### config.mk
export PLATFORM = sky130hd
export DESIGN_NAME = ptm_timer
export DESIGN_NICKNAME = d
export VERILOG_FILES = /design/src/ptm_pkg.sv /design/src/ptm_sync3.sv /design/src/ptm_prescaler.sv /design/src/ptm_timer.sv
export SDC_FILE = /design/constraint.sdc
export NUM_CORES = 1
export LEC_CHECK = 0
export BUFFER_PORTS_ARGS = -buffer_cell sky130_fd_sc_hd__buf_2
export CAP_MARGIN = 25
export CELL_PAD_IN_SITES_DETAIL_PLACEMENT = 1
export CELL_PAD_IN_SITES_GLOBAL_PLACEMENT = 1
export CORE_MARGIN = 4
export CORE_UTILIZATION = 36
export CTS_CLUSTER_SIZE = 40
export DETAILED_ROUTE_END_ITERATION = 8
export HOLD_SLACK_MARGIN = 0.06
export PLACE_DENSITY_LB_ADDON = 0.1
export SLEW_MARGIN = 20
export SYNTH_ARGS = -nofsm -noshare
export SYNTH_HDL_FRONTEND = slang
export SYNTH_HIERARCHICAL = 1
export SYNTH_SLANG_ARGS = --single-unit
### constraint.sdc
create_clock -name aclk -period 5.4 [get_ports aclk]
set_input_delay 0.54 -clock aclk [delete_from_list [all_inputs] [get_ports aclk]]
set_output_delay 0.54 -clock aclk [all_outputs]
set_load 0.02 [all_outputs]
### src/ptm_pkg.sv
// Shared constants and types for the three-channel period timer
package ptm_pkg;

	// Number of timer channels
	localparam int TIMER_COUNT = 3;

	// Register byte offsets inside one channel window
	localparam logic [3:0] OFS_COUNT   = 4'h0;
	localparam logic [3:0] OFS_PERIOD  = 4'h4;
	localparam logic [3:0] OFS_CONTROL = 4'h8;
	localparam logic [3:0] OFS_LIMIT   = 4'hC;
	// Channel window stride and the shared status word
	localparam logic [7:0] CHAN_STRIDE = 8'h10;
	localparam logic [7:0] OFS_STATUS  = 8'h30;

	// Control field positions
	localparam int CTRL_EN_BIT   = 0;
	localparam int CTRL_PRE_LSB  = 1;
	localparam int CTRL_POST_LSB = 4;
	// Limit register mode field position
	localparam int MODE_LSB = 0;

	// Reset values
	localparam logic [7:0] RST_COUNT   = 8'h00;
	localparam logic [7:0] RST_PERIOD  = 8'hFF;
	localparam logic [7:0] RST_CONTROL = 8'h00;
	localparam logic [4:0] RST_MODE    = 5'h00;

	// Mode families in mode bits 4:3
	localparam logic [1:0] FAM_FREE = 2'h0;
	localparam logic [1:0] FAM_ONE  = 2'h1;
	localparam logic [1:0] FAM_MONO = 2'h2;

	// Bus responses
	localparam logic [1:0] RESP_OKAY   = 2'h0;
	localparam logic [1:0] RESP_SLVERR = 2'h2;

	// Control register layout
	typedef struct packed {
		logic [3:0] postscale_select;
		logic [2:0] prescale_select;
		logic       timer_enable_bit;
	} ptm_ctrl_type;

	// Decoded register address
	typedef struct packed {
		logic       hit;
		logic       status;
		logic [1:0] chan;
		logic [1:0] sel;
	} ptm_addr_type;

endpackage

### src/ptm_sync3.sv
// Three-stage input synchroniser with agreement filter
module ptm_sync3
	import ptm_pkg::*;
#(
	parameter int WIDTH = 1
)
(
	input  wire logic             aclk,
	input  wire logic             aresetn,
	input  wire logic [WIDTH-1:0] async_in,
	output      logic [WIDTH-1:0] sync_out
);
	logic [WIDTH-1:0] s1_r;
	logic [WIDTH-1:0] s2_r;
	logic [WIDTH-1:0] s3_r;

	// Shift chain; output moves once stages two and three agree
	always_ff @(posedge aclk)
	begin
		if (!aresetn)
		begin
			s1_r     <= '0;
			s2_r     <= '0;
			s3_r     <= '0;
			sync_out <= '0;
		end
		else
		begin
			s1_r <= async_in;
			s2_r <= s1_r;
			s3_r <= s2_r;
			for (int i = 0; i < WIDTH; i++)
				if (s2_r[i] == s3_r[i])
					sync_out[i] <= s3_r[i];
		end
	end
endmodule

### src/ptm_prescaler.sv
// Power-of-two prescaler giving one-cycle timer clock enables
module ptm_prescaler
	import ptm_pkg::*;
(
	input  wire logic       aclk,
	input  wire logic       aresetn,
	input  wire logic       clear,
	input  wire logic       run,
	input  wire logic [2:0] sel,
	output      logic       tick
);
	logic [6:0] cnt_r;
	logic [6:0] limit;

	// Ratio is two to the power of sel, 1:1 up to 1:128
	assign limit = 7'((8'h01 << sel) - 8'h01);
	assign tick  = run && !clear && (cnt_r == limit);

	// Divider count, cleared on request or at full
	always_ff @(posedge aclk)
	begin
		if (!aresetn)
			cnt_r <= '0;
		else if (clear || tick)
			cnt_r <= '0;
		else if (run)
			cnt_r <= cnt_r + 7'h01;
	end
endmodule

### src/ptm_timer.sv
// Three-channel 8-bit period timer with an AXI4-Lite register slave
//
// Overview of operation
// - 8-bit count and period per channel
// - Prescaler divides 1:1 up to 1:128
// - Postscaler divides 1:1 up to 1:16
// - Count advances on each prescaler tick
// - Match signals postscaler, count returns zero
// - Postscale match emits pulse, clears count
// - Gate modes hold count while gate inactive
// - Reset modes clear count on level/edge
// - Count readable, writable, zero after reset
// - Period double-buffered, both reset to FF
// - Active period loads only on listed events
// - Listed events clear prescaler and postscaler
// - Control write leaves count unchanged
// - One-shot clears enable, stops at match
// - One-shot restart resets the postscaler
// - Monostable stops at match, edge restarts
// - Three identical independent timer channels
// - Debug freeze ignores external triggers
module ptm_timer
	import ptm_pkg::*;
(
	input  wire logic        aclk,
	input  wire logic        aresetn,
	input  wire logic [7:0]  s_axi_awaddr,
	input  wire logic        s_axi_awvalid,
	output      logic        s_axi_awready,
	input  wire logic [31:0] s_axi_wdata,
	input  wire logic [3:0]  s_axi_wstrb,
	input  wire logic        s_axi_wvalid,
	output      logic        s_axi_wready,
	output      logic [1:0]  s_axi_bresp,
	output      logic        s_axi_bvalid,
	input  wire logic        s_axi_bready,
	input  wire logic [7:0]  s_axi_araddr,
	input  wire logic        s_axi_arvalid,
	output      logic        s_axi_arready,
	output      logic [31:0] s_axi_rdata,
	output      logic [1:0]  s_axi_rresp,
	output      logic        s_axi_rvalid,
	input  wire logic        s_axi_rready,
	input  wire logic [2:0]  ext_reset_signal,
	input  wire logic        debug_freeze,
	output      logic [2:0]  postscaled_pulse
);
	// Address decode shared by the read and write paths
	function automatic ptm_addr_type decode(input logic [7:0] a);
		ptm_addr_type d;
		d.chan   = 2'(a / CHAN_STRIDE);
		d.sel    = a[3:2];
		d.status = (a == OFS_STATUS);
		d.hit    = (a[1:0] == 2'h0) &&
			((d.chan != 2'h3) || d.status);
		return d;
	endfunction

	// Edge selection: 1 rising, 2 falling, 3 either
	function automatic logic edge_hit(input logic [1:0] s,
		input logic rise, input logic fall);
		return (s[0] && rise) || (s[1] && fall);
	endfunction

	logic [7:0]   aw_addr_r;
	logic         aw_got_r;
	logic [7:0]   w_data_r;
	logic         w_lane_r;
	logic         w_got_r;
	logic         wr_do;
	ptm_addr_type wr_dec;
	ptm_addr_type rd_dec;
	logic [2:0]   wr_count;
	logic [2:0]   wr_period;
	logic [2:0]   wr_ctrl;
	logic [2:0]   wr_limit;
	logic         wr_status;
	logic [2:0]   ers;

	logic [7:0]   count_r   [3];
	logic [7:0]   per_sw_r  [3];
	logic [7:0]   per_act_r [3];
	ptm_ctrl_type ctrl_r    [3];
	logic [4:0]   mode_r    [3];
	logic [2:0]   flag_r;

	// Write address channel capture
	always_ff @(posedge aclk)
	begin
		if (!aresetn)
		begin
			s_axi_awready <= 1'b0;
			aw_got_r      <= 1'b0;
			aw_addr_r     <= '0;
		end
		else if (s_axi_awready && s_axi_awvalid)
		begin
			s_axi_awready <= 1'b0;
			aw_got_r      <= 1'b1;
			aw_addr_r     <= s_axi_awaddr;
		end
		else
		begin
			if (wr_do)
				aw_got_r <= 1'b0;
			s_axi_awready <= s_axi_awvalid && !aw_got_r &&
				!s_axi_bvalid && !s_axi_awready;
		end
	end

	// Write data channel capture, low byte lane only
	always_ff @(posedge aclk)
	begin
		if (!aresetn)
		begin
			s_axi_wready <= 1'b0;
			w_got_r      <= 1'b0;
			w_data_r     <= '0;
			w_lane_r     <= 1'b0;
		end
		else if (s_axi_wready && s_axi_wvalid)
		begin
			s_axi_wready <= 1'b0;
			w_got_r      <= 1'b1;
			w_data_r     <= s_axi_wdata[7:0];
			w_lane_r     <= s_axi_wstrb[0];
		end
		else
		begin
			if (wr_do)
				w_got_r <= 1'b0;
			s_axi_wready <= s_axi_wvalid && !w_got_r &&
				!s_axi_bvalid && !s_axi_wready;
		end
	end

	// Commit once address and data are both held
	assign wr_do     = aw_got_r && w_got_r && !s_axi_bvalid;
	assign wr_dec    = decode(aw_addr_r);
	assign wr_status = wr_do && w_lane_r && wr_dec.hit && wr_dec.status;

	// Per-channel one-cycle write strobes
	always_comb
	begin
		for (int i = 0; i < TIMER_COUNT; i++)
		begin
			logic sel_ch;
			sel_ch = wr_do && w_lane_r && wr_dec.hit &&
				!wr_dec.status && (wr_dec.chan == 2'(i));
			wr_count[i]  = sel_ch && (wr_dec.sel == OFS_COUNT[3:2]);
			wr_period[i] = sel_ch && (wr_dec.sel == OFS_PERIOD[3:2]);
			wr_ctrl[i]   = sel_ch && (wr_dec.sel == OFS_CONTROL[3:2]);
			wr_limit[i]  = sel_ch && (wr_dec.sel == OFS_LIMIT[3:2]);
		end
	end

	// Write response
	always_ff @(posedge aclk)
	begin
		if (!aresetn)
		begin
			s_axi_bvalid <= 1'b0;
			s_axi_bresp  <= RESP_OKAY;
		end
		else if (wr_do)
		begin
			s_axi_bvalid <= 1'b1;
			s_axi_bresp  <= wr_dec.hit ? RESP_OKAY : RESP_SLVERR;
		end
		else if (s_axi_bready)
			s_axi_bvalid <= 1'b0;
	end

	// Read channel: one read at a time, data registered
	assign rd_dec = decode(s_axi_araddr);
	always_ff @(posedge aclk)
	begin
		if (!aresetn)
		begin
			s_axi_arready <= 1'b0;
			s_axi_rvalid  <= 1'b0;
			s_axi_rdata   <= '0;
			s_axi_rresp   <= RESP_OKAY;
		end
		else if (s_axi_arready && s_axi_arvalid)
		begin
			s_axi_arready <= 1'b0;
			s_axi_rvalid  <= 1'b1;
			s_axi_rresp   <= rd_dec.hit ? RESP_OKAY : RESP_SLVERR;
			s_axi_rdata   <= '0;
			if (rd_dec.hit && rd_dec.status)
				s_axi_rdata[2:0] <= flag_r;
			else if (rd_dec.hit)
				unique case (rd_dec.sel)
					OFS_COUNT[3:2]:
						s_axi_rdata[7:0] <= count_r[rd_dec.chan];
					OFS_PERIOD[3:2]:
						s_axi_rdata[7:0] <= per_sw_r[rd_dec.chan];
					OFS_CONTROL[3:2]:
						s_axi_rdata[7:0] <= ctrl_r[rd_dec.chan];
					OFS_LIMIT[3:2]:
						s_axi_rdata[4:0] <= mode_r[rd_dec.chan];
				endcase
		end
		else
		begin
			if (s_axi_rvalid && s_axi_rready)
				s_axi_rvalid <= 1'b0;
			s_axi_arready <= s_axi_arvalid && !s_axi_rvalid &&
				!s_axi_arready;
		end
	end

	// External reset inputs come from outside the clock domain
	ptm_sync3 #(
		.WIDTH    (3)
	) u_sync (
		.aclk     (aclk),
		.aresetn  (aresetn),
		.async_in (ext_reset_signal),
		.sync_out (ers)
	);

	for (genvar g = 0; g < TIMER_COUNT; g++)
	begin : g_chan
		logic       ers_prev_r;
		logic       en_prev_r;
		logic       run_r;
		logic [3:0] post_cnt_r;
		logic       rise;
		logic       fall;
		logic       gate;
		logic       rst_ev;
		logic       start_ev;
		logic       running;
		logic       tick;
		logic       match;
		logic       post_hit;
		logic       scl_clear;
		logic [1:0] fam;
		logic [2:0] sub;

		assign fam  = mode_r[g][4:3];
		assign sub  = mode_r[g][2:0];
		assign rise = ers[g] && !ers_prev_r && !debug_freeze;
		assign fall = !ers[g] && ers_prev_r && !debug_freeze;

		always_comb
		begin
			gate = 1'b1;
			if (fam == FAM_FREE)
				unique case (sub)
					3'h1, 3'h6: gate = ers[g];
					3'h2, 3'h7: gate = !ers[g];
					default:    gate = 1'b1;
				endcase
		end

		always_comb
		begin
			rst_ev = 1'b0;
			if (fam == FAM_FREE)
				unique case (sub)
					3'h3:    rst_ev = rise || fall;
					3'h4:    rst_ev = rise;
					3'h5:    rst_ev = fall;
					3'h6:    rst_ev = !ers[g] && !debug_freeze;
					3'h7:    rst_ev = ers[g] && !debug_freeze;
					default: rst_ev = 1'b0;
				endcase
			else if (fam == FAM_ONE)
				unique case (sub)
					3'h4:    rst_ev = rise;
					3'h5:    rst_ev = fall;
					3'h6:    rst_ev = !ers[g] && !debug_freeze;
					3'h7:    rst_ev = ers[g] && !debug_freeze;
					default: rst_ev = 1'b0;
				endcase
		end

		// Start conditions for one-shot and monostable
		assign start_ev = ctrl_r[g].timer_enable_bit && (
			(fam == FAM_ONE && sub == 3'h0 && !en_prev_r) ||
			(fam != FAM_FREE && sub[2] == 1'b0 &&
				edge_hit(sub[1:0], rise, fall)) ||
			(fam == FAM_ONE && sub[2] &&
				edge_hit({sub[0], !sub[0]}, rise, fall)));

		assign running = ctrl_r[g].timer_enable_bit &&
			((fam == FAM_FREE) ? gate : run_r);
		assign scl_clear = wr_count[g] || wr_ctrl[g] || rst_ev;

		ptm_prescaler u_pre (
			.aclk    (aclk),
			.aresetn (aresetn),
			.clear   (scl_clear),
			.run     (running),
			.sel     (ctrl_r[g].prescale_select),
			.tick    (tick)
		);

		assign match    = tick && (count_r[g] == per_act_r[g]);
		// postscale ratio select value plus one
		assign post_hit = match &&
			(post_cnt_r == ctrl_r[g].postscale_select);

		always_ff @(posedge aclk)
		begin
			if (!aresetn)
				count_r[g] <= RST_COUNT;
			else if (wr_count[g])
				count_r[g] <= w_data_r;
			else if (rst_ev || match)
				count_r[g] <= RST_COUNT;
			else if (tick)
				count_r[g] <= count_r[g] + 8'h01;
		end

		always_ff @(posedge aclk)
		begin
			if (!aresetn)
				per_sw_r[g] <= RST_PERIOD;
			else if (wr_period[g])
				per_sw_r[g] <= w_data_r;
		end

		always_ff @(posedge aclk)
		begin
			if (!aresetn)
				per_act_r[g] <= RST_PERIOD;
			else if (wr_count[g] || wr_ctrl[g] || wr_limit[g] ||
				match || rst_ev)
				per_act_r[g] <= per_sw_r[g];
		end

		always_ff @(posedge aclk)
		begin
			if (!aresetn)
				ctrl_r[g] <= RST_CONTROL;
			else if (wr_ctrl[g])
				ctrl_r[g] <= w_data_r;
			else if (match && fam == FAM_ONE)
				ctrl_r[g].timer_enable_bit <= 1'b0;
		end

		// Mode select register
		always_ff @(posedge aclk)
		begin
			if (!aresetn)
				mode_r[g] <= RST_MODE;
			else if (wr_limit[g])
				mode_r[g] <= w_data_r[MODE_LSB +: 5];
		end

		always_ff @(posedge aclk)
		begin
			if (!aresetn)
				run_r <= 1'b0;
			else if (!ctrl_r[g].timer_enable_bit)
				run_r <= 1'b0;
			else if (start_ev)
				run_r <= 1'b1;
			else if (match && fam != FAM_FREE)
				run_r <= 1'b0;
		end

		always_ff @(posedge aclk)
		begin
			if (!aresetn)
				post_cnt_r <= '0;
			else if (scl_clear || (start_ev && fam == FAM_ONE))
				post_cnt_r <= '0;
			else if (post_hit)
				post_cnt_r <= '0;
			else if (match)
				post_cnt_r <= post_cnt_r + 4'h1;
		end

		always_ff @(posedge aclk)
		begin
			if (!aresetn)
				postscaled_pulse[g] <= 1'b0;
			else
				postscaled_pulse[g] <= post_hit;
		end

		always_ff @(posedge aclk)
		begin
			if (!aresetn)
				flag_r[g] <= 1'b0;
			else if (post_hit)
				flag_r[g] <= 1'b1;
			else if (wr_status && w_data_r[g])
				flag_r[g] <= 1'b0;
		end

		// Edge history for triggers and software start
		always_ff @(posedge aclk)
		begin
			if (!aresetn)
			begin
				ers_prev_r <= 1'b0;
				en_prev_r  <= 1'b0;
			end
			else
			begin
				ers_prev_r <= ers[g];
				en_prev_r  <= ctrl_r[g].timer_enable_bit;
			end
		end
	end
endmodule

==> results.cfg, run 1 <==
[logic_synthesis]
synthAdderAreaFrac_pct = 1.011
synth.cell_area_um2 = 11140
synth_cell_types = 86
synthCells = 1075
synthSimpleGateAreaFrac_pct = 22.59
synth.area.mux_share_pct = 5.357
synth_edf_count = 111
synth_xor_area_share_pct = 7.311
synth_flop_cell = edfxtp_1
syn-mean-instance-area_um2 = 10.36
synth_top_family_by_area = simple AND/OR/NAND/NOR gates
synth_compound_area_share_pct = 11.93
ys_warn_count = 6
async_flop_share_pct = 0
yosys_register_bits = 205
ys_seq_area_share_pct = 46.81

[sta]
tightest_slew_ns = 0.9273
rsz0062_at_grt = false
finalHoldViolCount = 0
setup_viol = 0
fin_skew_ns = 0.01203
tns_ns = 0
maxSlewHeadroom_pct = 37.71
fmax_ghz = 0.2251
maxSlewViolCount = 0
post-route-min-period_ns = 4.442
post-route-period-util_pct = 82.26
whs_ns = 0.2373

[place]
place_hpwl_mm = 24.16
place.gp.congestion = 0.8163
dpl.cell_count = 1476
io_buffers = 53

[job]
cap_violations = 0

[critical_path]
cp.arrival_ns = 4.63
critical_path_buf_inv_count = 1
path_cells = xor2_1 > and4_1 > a31oi_1 > o21ai_1 > buf_4 > nand4b_1 > and4b_1 > and3_2 > and2_1 > nand3_1 > nand2_1 > or4_1
slowest_delay_ns = 0.62
critPathTopFamily = simple AND/OR/NAND/NOR gates
cp_slowest_cell = dfxtp_1
crit_type = reg -> reg
required_ns = 5.59
crit_path_max_fanout = 13
startpoint_type = flop
endpoint_kind = flop

[cts]
htreeDepth = 1
numCtsBuffers = 26
clk_latency_ns = 0.53
cts_setup_buffers = 0
clock_path_buffers = 3
root_buffer = clkbuf_16
clkTransAtPathRegs_ns = 0.06
cts_resized = 0
clock-sinks = 205
tritoncts = yes
postCtsHoldBufs = 0

[die]
core_area_um2 = 30590
fp.dieH_um = 183.9
dieArea_um2 = 33820
rows = 64
die-width_um = 183.9
start_util_pct = 36.42
ioPinCount = 107

[drt]
drcViolationCount = 0
drtAntennaViolNets = 0
drt_iter0_markers = 530
drt_first_pass_iters = 6
vias_per_cell = 5.487
wire_per_inst_um = 22.36
vias = 8373
postRouteWirelength_mm = 34.13

[finish]
utilization_pct = 40.55
area_growth_pct = 11.34
final_cells = 1526
fin_nets = 1181
drive_above_1_share_pct = 16.83
fill_cells = 3434

[pwr]
p_per_area_nw_per_um2 = 289.9
internal_power_mw = 2.722
cellLeakagePower_nw = 4.125
finalPower_mw = 3.596
power.switching_uw = 874.8
pwr-share-clk_pct = 45.5
sequentialPowerShare_pct = 48.2
p_sw_share_pct = 24.32
max-vdd-ir-drop_uv = 214.6
combPwrFrac_pct = 6.3

[grt]
use_met1_pct = 30.33
top_usage_layer = met2
grt_max_degree = 45
met2_usage_pct = 32.05
globalRouteOverflowTotal = 0
groute.usage.overall_pct = 20.28
use_met3_pct = 2.355
grt_pass1_wl_mm = 53.39
antenna_found_initial = 0
grt_pass1_vias = 8529

[run_status]
outcome = complete, no violations

[hold_path]
hold_path_class = in -> reg
==> sequential cells by signal, summed over array words and instances, names as in the netlist, 12 cells and up <==
name and cells:
ctrl_r 24, g_chan.post_cnt_r 12, g_chan.u_pre/cnt_r 21, per_act_r 24, mode_r 15, count_r 24
per_sw_r 24
==> power groups by stage <==
stage	clock [mW]	sequential [mW]	combinational [mW]
floorplan	0	1.73	0.188
global placement	0	1.77	0.226
detailed placement	0	1.77	0.228
CTS	1.68	1.73	0.230
global route	1.75	1.74	0.251
finish	1.64	1.73	0.228
==> metal layers <==
layer  part of all wire [%]  up-vias  routed length [um]
met5                      0        -                   0
met4                    1.4        0                 482
met3                    3.9       32                1339
met2                     45      170               15510
met1                     49     4192               16800
li1                       -     3979                   -
==> kinds of logic (layout without fill, tap and decap cells) <==
logic type | Yosys count | in the layout
simple gates | 444 | 444
flops | 205 | 205
compound gates | 188 | 188
buf+inv | 99 | 128
xor+xnor | 93 | 93
mux | 36 | 36
fa+ha+maj | 9 | 9
other cells | 1 | 27
==> Yosys cell counts, types with 11 or more instances <==
library cell  number  area share [%]
edfxtp_1         111              30
nand2_1           97             3.3
dfxtp_1           94              17
and2_1            53             3.0
nand3_1           48             2.2
xnor2_1           47             3.7
xor2_1            46             3.6
o21ai_0           43             1.9
a21oi_1           40             1.8
nor2_1            38             1.3
clkbuf_1          33             1.1
buf_4             31             2.1
nand2b_1          30             1.7
nand4_1           24             1.3
or2_2             24             1.3
a311oi_1          21             1.7
nor3_1            21            0.94
mux4_2            17             3.4
or3_1             17            0.95
and3_1            13            0.73
mux2i_1           12             1.1
nand3b_1          12            0.81
nor4_1            11            0.62
==> area by class of cell <==
type / instances / area, um^2 / share of cell area [%]
diodes: 1 / 2.502 / 0.02017
clock buffers: 40 / 764.5 / 6.163
clock inverters: 8 / 35.03 / 0.2824
inverters: 10 / 37.54 / 0.3026
multi-input cells: 796 / 5466 / 44.07
flip-flops and latches: 205 / 5215 / 42.04
well taps: 396 / 495.5 / 3.994
repair buffers: 70 / 387.9 / 3.127
==> path summary, 6_finish.rpt <==
check / endpoint / cells after the start / start / slack (ns)
setup reg to reg: count_r[0][7] / 12 / u_sync/sync_out[0] / 0.96
setup / recovery: count_r[0][7] / 12 / u_sync/sync_out[0] / 0.96
hold reg to reg: u_sync/s2_r[0] / 1 / u_sync/s1_r[0] / 0.43
hold / removal: u_sync/s1_r[0] / 2 / ext_reset_signal[0] / 0.24
==> worst register-to-register path: cells and delay by family (launching register included) <==
kind | cells | cell delay, ns
and+or+nand+nor | 8 | 2.45
AOI/OAI and AO/OA | 2 | 0.70
DFF | 1 | 0.62
buffers and inverters | 1 | 0.22
xor gates and xnor gates | 1 | 0.12
==> metrics by stage <==
stage	area, um^2	setup slack (ns)
global placement	11580	0.9487
detailed placement	11590	0.8815
floorplan	11230	1.927
global route	12400	0.5385
CTS	12390	0.9951
finish	12400	0.9577
==> layout by cell type (no fill, tap or decap), types with 8 or more instances in the layout <==
master / synthesis / final
o211ai_1: 9 / 9
clkbuf_16: 0 / 27
dfxtp_1: 94 / 94
nand4_1: 24 / 24
a21oi_1: 40 / 40
a311oi_1: 21 / 21
xnor2_1: 47 / 47
and3_1: 13 / 13
o22ai_1: 8 / 8
nor4_1: 11 / 11
edfxtp_1: 111 / 111
ha_1: 9 / 9
clkbuf_1: 33 / 9
and2_1: 53 / 53
nand3b_1: 12 / 12
or3_1: 17 / 17
buf_2: 9 / 55
mux4_2: 17 / 17
mux2i_1: 12 / 12
nor3_1: 21 / 21
nand2_1: 97 / 97
inv_1: 9 / 9
or2_2: 24 / 24
buf_4: 31 / 14
nand3_1: 48 / 48
o21ai_0: 43 / 42
xor2_1: 46 / 46
nor2_1: 38 / 38
nand2b_1: 30 / 30
conb_1: 1 / 26
Note: power is estimated with default switching activity, not from simulation.
==> run 2: changes to the inputs <==
==> constraint.sdc (replaced) <==
create_clock -name aclk -period 4.5 [get_ports aclk]
set_input_delay 0.45 -clock aclk [delete_from_list [all_inputs] [get_ports aclk]]
set_output_delay 0.45 -clock aclk [all_outputs]
set_load 0.02 [all_outputs]
==> run 2 against run 1 <==
Against the previous run:
- sequential power is 20% higher
- wire length up 0.52%
- hold slack worse by 0.10 ns
- utilization grew 0.67 points
- count of clock-buffer cells in the layout is 5 lower
- clock skew is 0.0037 ns higher
- critical path type unchanged
- critical endpoint is now g_chan[2].post_cnt_r[2]
- largest power group is now clock
==> results.cfg, run 2 (synthesis results as in run 1) <==
[critical_path]
crit_type = reg -> reg
critical_path_buf_inv_count = 0
startpoint_type = flop
rr_endpoint = g_chan[2].post_cnt_r[2]
crit-reg2reg-launch = u_sync/sync_out[2]
crit_path_frequent_cell = and3_2
path_cells = nor2b_4 > a221o_1 > and3_2 > or3_1 > nand4b_1 > and4b_1 > and3_2 > or4b_2 > nor4_1 > or4b_4 > nor2_1
endpoint_kind = flop
reg2reg_slack_ns = 0.51
cp.arrival_ns = 4.42
r2r_cells = 11
critPathTopFamily = simple AND/OR/NAND/NOR gates
required_ns = 4.93
slowest_delay_ns = 0.63
cp_slowest_cell = dfxtp_1
crit_path_max_fanout = 13

[die]
core_area_um2 = 30590
die-width_um = 183.9
dieArea_um2 = 33820
rows = 64
start_util_pct = 36.42
ioPinCount = 107
fp.dieH_um = 183.9

[run_status]
outcome = complete, no violations

[sta]
fmax_ghz = 0.2505
maxSlewViolCount = 0
post-route-period-util_pct = 88.70
rsz0062_at_grt = false
maxSlewHeadroom_pct = 35.28
tightest_slew_ns = 0.9634
fin_skew_ns = 0.01569
whs_ns = 0.1345
post-route-min-period_ns = 3.992
finalHoldViolCount = 0
setup_slack_ns = 0.5083
setup_viol = 0
tns_ns = 0

[cts]
root_buffer = clkbuf_16
htreeDepth = 1
postCtsHoldBufs = 0
tritoncts = yes
numCtsBuffers = 26
cts_setup_buffers = 0
clock_path_buffers = 3
cts_resized = 0
clk_latency_ns = 0.54
clock-sinks = 205
clkTransAtPathRegs_ns = 0.06

[finish]
fin_nets = 1191
layout_commonest_cell = edfxtp_1
design_area_um2 = 12610
antenna-diode-count = 0
area_growth_pct = 13.19
drive_above_1_share_pct = 18.17
final_cells = 1535
fill_cells = 3449
final_cell_mix = edfxtp_1, nand2_1, dfxtp_1

[drt]
wire_per_inst_um = 22.35
drt_first_pass_iters = 6
drt_iter0_markers = 679
vias = 8409
drcViolationCount = 0
postRouteWirelength_mm = 34.31
vias_per_cell = 5.478
drtAntennaViolNets = 0

[hold_path]
hold_path_class = in -> reg
hold_depth = 2
min-delay-start = ext_reset_signal[1]
min_to = u_sync/s1_r[1]

[job]
cap_violations = 0

[grt]
grt_pass1_wl_mm = 52.37
globalRouteOverflowTotal = 0
grt_max_degree = 35
groute.usage.overall_pct = 20.06
grt_pass1_vias = 8451
antenna_found_initial = 3

[place]
dpl_cell_area_um2 = 11670
place_hpwl_mm = 24.68
dpl.cell_count = 1487
place.gp.congestion = 0.8068
io_buffers = 53
dp_worst_setup_slack_ns = 0.5156

[pwr]
p_per_area_nw_per_um2 = 366.5
cellLeakagePower_nw = 4.240
max-vdd-ir-drop_uv = 236.7
==> run 2: final cells by class <==
class / instances / area [um^2] / share of cell area [%]
well taps: 396 / 495.5 / 3.929
flip-flops and latches: 205 / 5215 / 41.36
repair buffers: 80 / 460.4 / 3.652
inverters: 10 / 37.54 / 0.2977
clock buffers: 35 / 768.2 / 6.092
clock inverters: 13 / 166.4 / 1.320
multi-input cells: 796 / 5466 / 43.35
==> run 2: power by group <==
| group | internal (mW) | leakage, nW | switching (mW) |
|---|---|---|---|
| logic | 0.104 | 2.04 | 0.174 |
| registers | 2.00 | 1.74 | 0.0738 |
| clock network | 1.42 | 0.460 | 0.842 |
==> run 2: worst reg2reg max path, stage by stage, from the launching register on <==
cell and delay [ns]:
dfxtp_1 0.63, nor2b_4 0.07, a221o_1 0.40, and3_2 0.24, or3_1 0.45, nand4b_1 0.19, and4b_1 0.28, and3_2 0.24
or4b_2 0.61, nor4_1 0.46, or4b_4 0.26, nor2_1 0.05
==> run 2: worst max path at each step <==
stage / startpoint / end / cells past startpoint
finish: u_sync/sync_out[2] / g_chan[2].post_cnt_r[2] / 11
global route: u_sync/sync_out[1] / per_act_r[1][5] / 11
CTS: u_sync/sync_out[2] / g_chan[2].post_cnt_r[2] / 11
detailed placement: u_sync/sync_out[2] / g_chan[2].post_cnt_r[2] / 11
global placement: u_sync/sync_out[2] / g_chan[2].post_cnt_r[0] / 11
floorplan: mode_r[2][0] / g_chan[2].post_cnt_r[0] / 12
==> run 2: through the flow <==
step | util, % | power (mW)
after floorplan | - | 2.299
after global placement | 38.12 | 2.395
after detailed placement | 38.17 | 2.397
after CTS | 41.22 | 4.679
after global routing | 41.22 | 4.790
final | 41.22 | 4.622
==> run 2: per-layer routing <==
layer / track usage, % / routed length [um] / share of wire (%) / vias up
li1: - / - / - / 3992
met2: 31.62 / 15620 / 46 / 193
met1: 29.82 / 16530 / 48 / 4189
met4: 3.786 / 517 / 1.5 / 0
met3: 2.651 / 1640 / 4.8 / 35
met5: 0 / 0 / 0 / -
==> run 3: changes to the inputs <==
--- a/config.mk
+++ b/config.mk
@@ -5,6 +5,7 @@
 export SDC_FILE = /design/constraint.sdc
 export NUM_CORES = 1
 export LEC_CHECK = 0
+export ABC_AREA = 1
 export BUFFER_PORTS_ARGS = -buffer_cell sky130_fd_sc_hd__buf_2
 export CAP_MARGIN = 25
 export CELL_PAD_IN_SITES_DETAIL_PLACEMENT = 1
==> run 3 against run 2 <==
Against the previous run:
- via count increased by 15%
- largest power group unchanged
- total power increased by 0.87%
- count of clock-buffer cells in the layout increased by 1
- final area increased by 0.55%
- largest cell class is now registers
- worst setup slack improved by 0.050 ns
- critical path type unchanged
- critical endpoint is now per_act_r[0][7]
==> results.cfg, run 3 <==
[logic_synthesis]
synth.area.top_cells = edfxtp_1, dfxtp_1, nand2_1
synthCells = 1450
yosys_register_bits = 205
ys_seq_area_share_pct = 46.81
yosysMostFrequentCell = nand2_1
ys_warn_count = 6
synth_edf_count = 111
synth_cell_types = 41
async_flop_share_pct = 0
synth_flop_cell = edfxtp_1
yosys-top-cells-count = nand2_1, nor2_1, inv_1, edfxtp_1, o21ai_0
yosysTopAreaCell = edfxtp_1
synth.cell_area_um2 = 11140
syn-mean-instance-area_um2 = 7.683
yosys.area.top_type_share_pct = 29.92

[grt]
grt_pass1_vias = 9808
globalRouteOverflowTotal = 0
groute.usage.overall_pct = 20.77
antenna_found_initial = 0
grt_max_degree = 51
grt_pass1_wl_mm = 55.12

[sta]
fmax_ghz = 0.2537
whs_ns = 0.1055
setup_viol = 0
maxSlewViolCount = 0
tightest_slew_ns = 0.8809
fin_skew_ns = 0.009296
rsz0062_at_grt = false
post-route-min-period_ns = 3.942
finalHoldViolCount = 0
post-route-period-util_pct = 87.60
tns_ns = 0
maxSlewHeadroom_pct = 40.65

[drt]
postRouteWirelength_mm = 35.34
drtAntennaViolNets = 0
drcViolationCount = 0
vias_per_cell = 5.040
vias = 9691
drt_first_pass_iters = 5
wire_per_inst_um = 18.38
drt_iter0_markers = 455

[run_status]
outcome = complete, no violations

[die]
die-width_um = 183.9
fp.dieH_um = 183.9
core_area_um2 = 30590
ioPinCount = 107
rows = 64
dieArea_um2 = 33820
start_util_pct = 36.42

[pwr]
internal_power_mw = 3.531
max-vdd-ir-drop_uv = 247.8
power.switching_mw = 1.130
p_sw_share_pct = 24.25
pwr-share-clk_pct = 48.6
combPwrFrac_pct = 7.2
sequentialPowerShare_pct = 44.2
p_per_area_nw_per_um2 = 367.7
cellLeakagePower_nw = 5.306

[critical_path]
path_cells = inv_2 > nand2_4 > nor2_1 > nand2_2 > nand3_2 > inv_2 > nand2_2 > inv_1 > a21oi_1 > inv_1 > inv_1 > nand2_1 > nor2_1 > nand2_1 > nor2_2 > nand3_2 > inv_1 > inv_1 > a21oi_1 > nand4_1 > nor3_1 > nor2_1 > nand3_1
cp_slowest_cell = a21oi_1
critical_path_buf_inv_count = 7
startpoint_type = flop
cp.arrival_ns = 4.13
startpoint = aw_addr_r[2]
endpoint_kind = flop
r2r_cells = 23
reg2reg_slack_ns = 0.56
required_ns = 4.69
crit_path_max_fanout = 8
crit-reg2reg-launch = aw_addr_r[2]
crit_path_frequent_cell = inv_1
slowest_delay_ns = 0.39
crit_type = reg -> reg
critPathTopFamily = simple AND/OR/NAND/NOR gates
rr_endpoint = per_act_r[0][7]

[finish]
area_growth_pct = 13.80
layout_commonest_cell = nand2_1
final_cell_mix = nand2_1, nor2_1, inv_1
drive_above_1_share_pct = 9.889
fill_cells = 3767
antenna-diode-count = 0
design_area_um2 = 12680
fin_nets = 1579

[place]
io_buffers = 53
place_hpwl_mm = 26.78
place.gp.congestion = 0.8320
dpl_cell_area_um2 = 11750

[cts]
cts_resized = 0
root_buffer = clkbuf_16
clock_path_buffers = 3
clock-sinks = 205
clk_latency_ns = 0.53
htreeDepth = 1
cts_setup_buffers = 0
numCtsBuffers = 26
clkTransAtPathRegs_ns = 0.06
postCtsHoldBufs = 0
tritoncts = yes

[hold_path]
min-delay-start = ext_reset_signal[1]
min_to = u_sync/s1_r[1]
hold_depth = 3
hold_path_class = in -> reg

[job]
cap_violations = 0
-- run 3: cell types whose count changed after synthesis, moves of 19 or more --
cell,before,now
nand3_1,48,80
a311oi_1,21,0
o21ai_0,43,95
xnor2_1,47,15
or2_2,24,5
nand2_1,97,341
inv_1,9,183
a21oi_1,40,84
nand2b_1,30,0
and2_1,53,0
nor2_1,38,188
-- run 3: cell families after synthesis --
group                      count (synthesis)  synth area share [%]
AOI/OAI and AO/OA                        199                 9.367
xor gates and xnor gates                  60                 4.717
adders and majority gates                  9                 1.011
buffers and inverters                    254                 9.546
DFF                                      205                 46.81
other                                      1               0.03366
and+or+nand+nor                          722                 28.52
-- run 3: tightest hold or removal path, cell delays in order --
cell and delay [ns]:
buf_2 0.07, nand2_1 0.04, inv_1 0.04
-- run 3: how the worst max path moves through the flow --
stage | end | slack [ns] | depth (start not counted)
global route | count_r[1][2] | 0.19 | 21
detailed placement | count_r[1][3] | 0.41 | 23
CTS | per_act_r[0][6] | 0.51 | 23
floorplan | per_act_r[0][0] | 1.15 | 25
finish | per_act_r[0][7] | 0.56 | 23
global placement | count_r[1][5] | 0.47 | 23
-- run 3: power by group through the flow --
stage | registers [mW] | logic, mW | clock network [mW]
finish | 2.06 | 0.337 | 2.26
global route | 2.07 | 0.376 | 2.39
CTS | 2.06 | 0.339 | 2.31
detailed placement | 2.10 | 0.338 | 0
global placement | 2.10 | 0.332 | 0
floorplan | 2.08 | 0.233 | 0
-- run 3: metrics by stage --
step	cells	setup slack [ns]	power, mW	utilization (%)
2_1_floorplan	1475	1.151	2.317	-
3_3_place_gp	1875	0.4724	2.432	38.40
3_5_place_dp	1875	0.4062	2.438	38.40
4_1_cts	1923	0.5147	4.712	41.45
5_1_grt	1923	0.1949	4.832	41.45
6_report	1923	0.5580	4.662	41.45
-- run 3: cell type report --
| cell class | count | area [um^2] | share of cell area, % |
|---|---|---|---|
| clock buffer | 36 | 740.7 | 5.842 |
| multi-input combinational | 1016 | 4956 | 39.09 |
| sequential | 205 | 5215 | 41.13 |
| timing repair buffer | 64 | 350.3 | 2.763 |
| inverter | 194 | 728.2 | 5.744 |
| tap | 396 | 495.5 | 3.908 |
| clock inverter | 12 | 192.7 | 1.520 |
-- run 3: per-layer routing --
metal | global-route usage, % | up-vias | share of wire (%)
li1 | - | 4784 | -
met2 | 35.33 | 168 | 48
met3 | 2.473 | 49 | 3.7
met4 | 5.146 | 0 | 2.5
met5 | 0 | - | 0
met1 | 28.29 | 4690 | 46
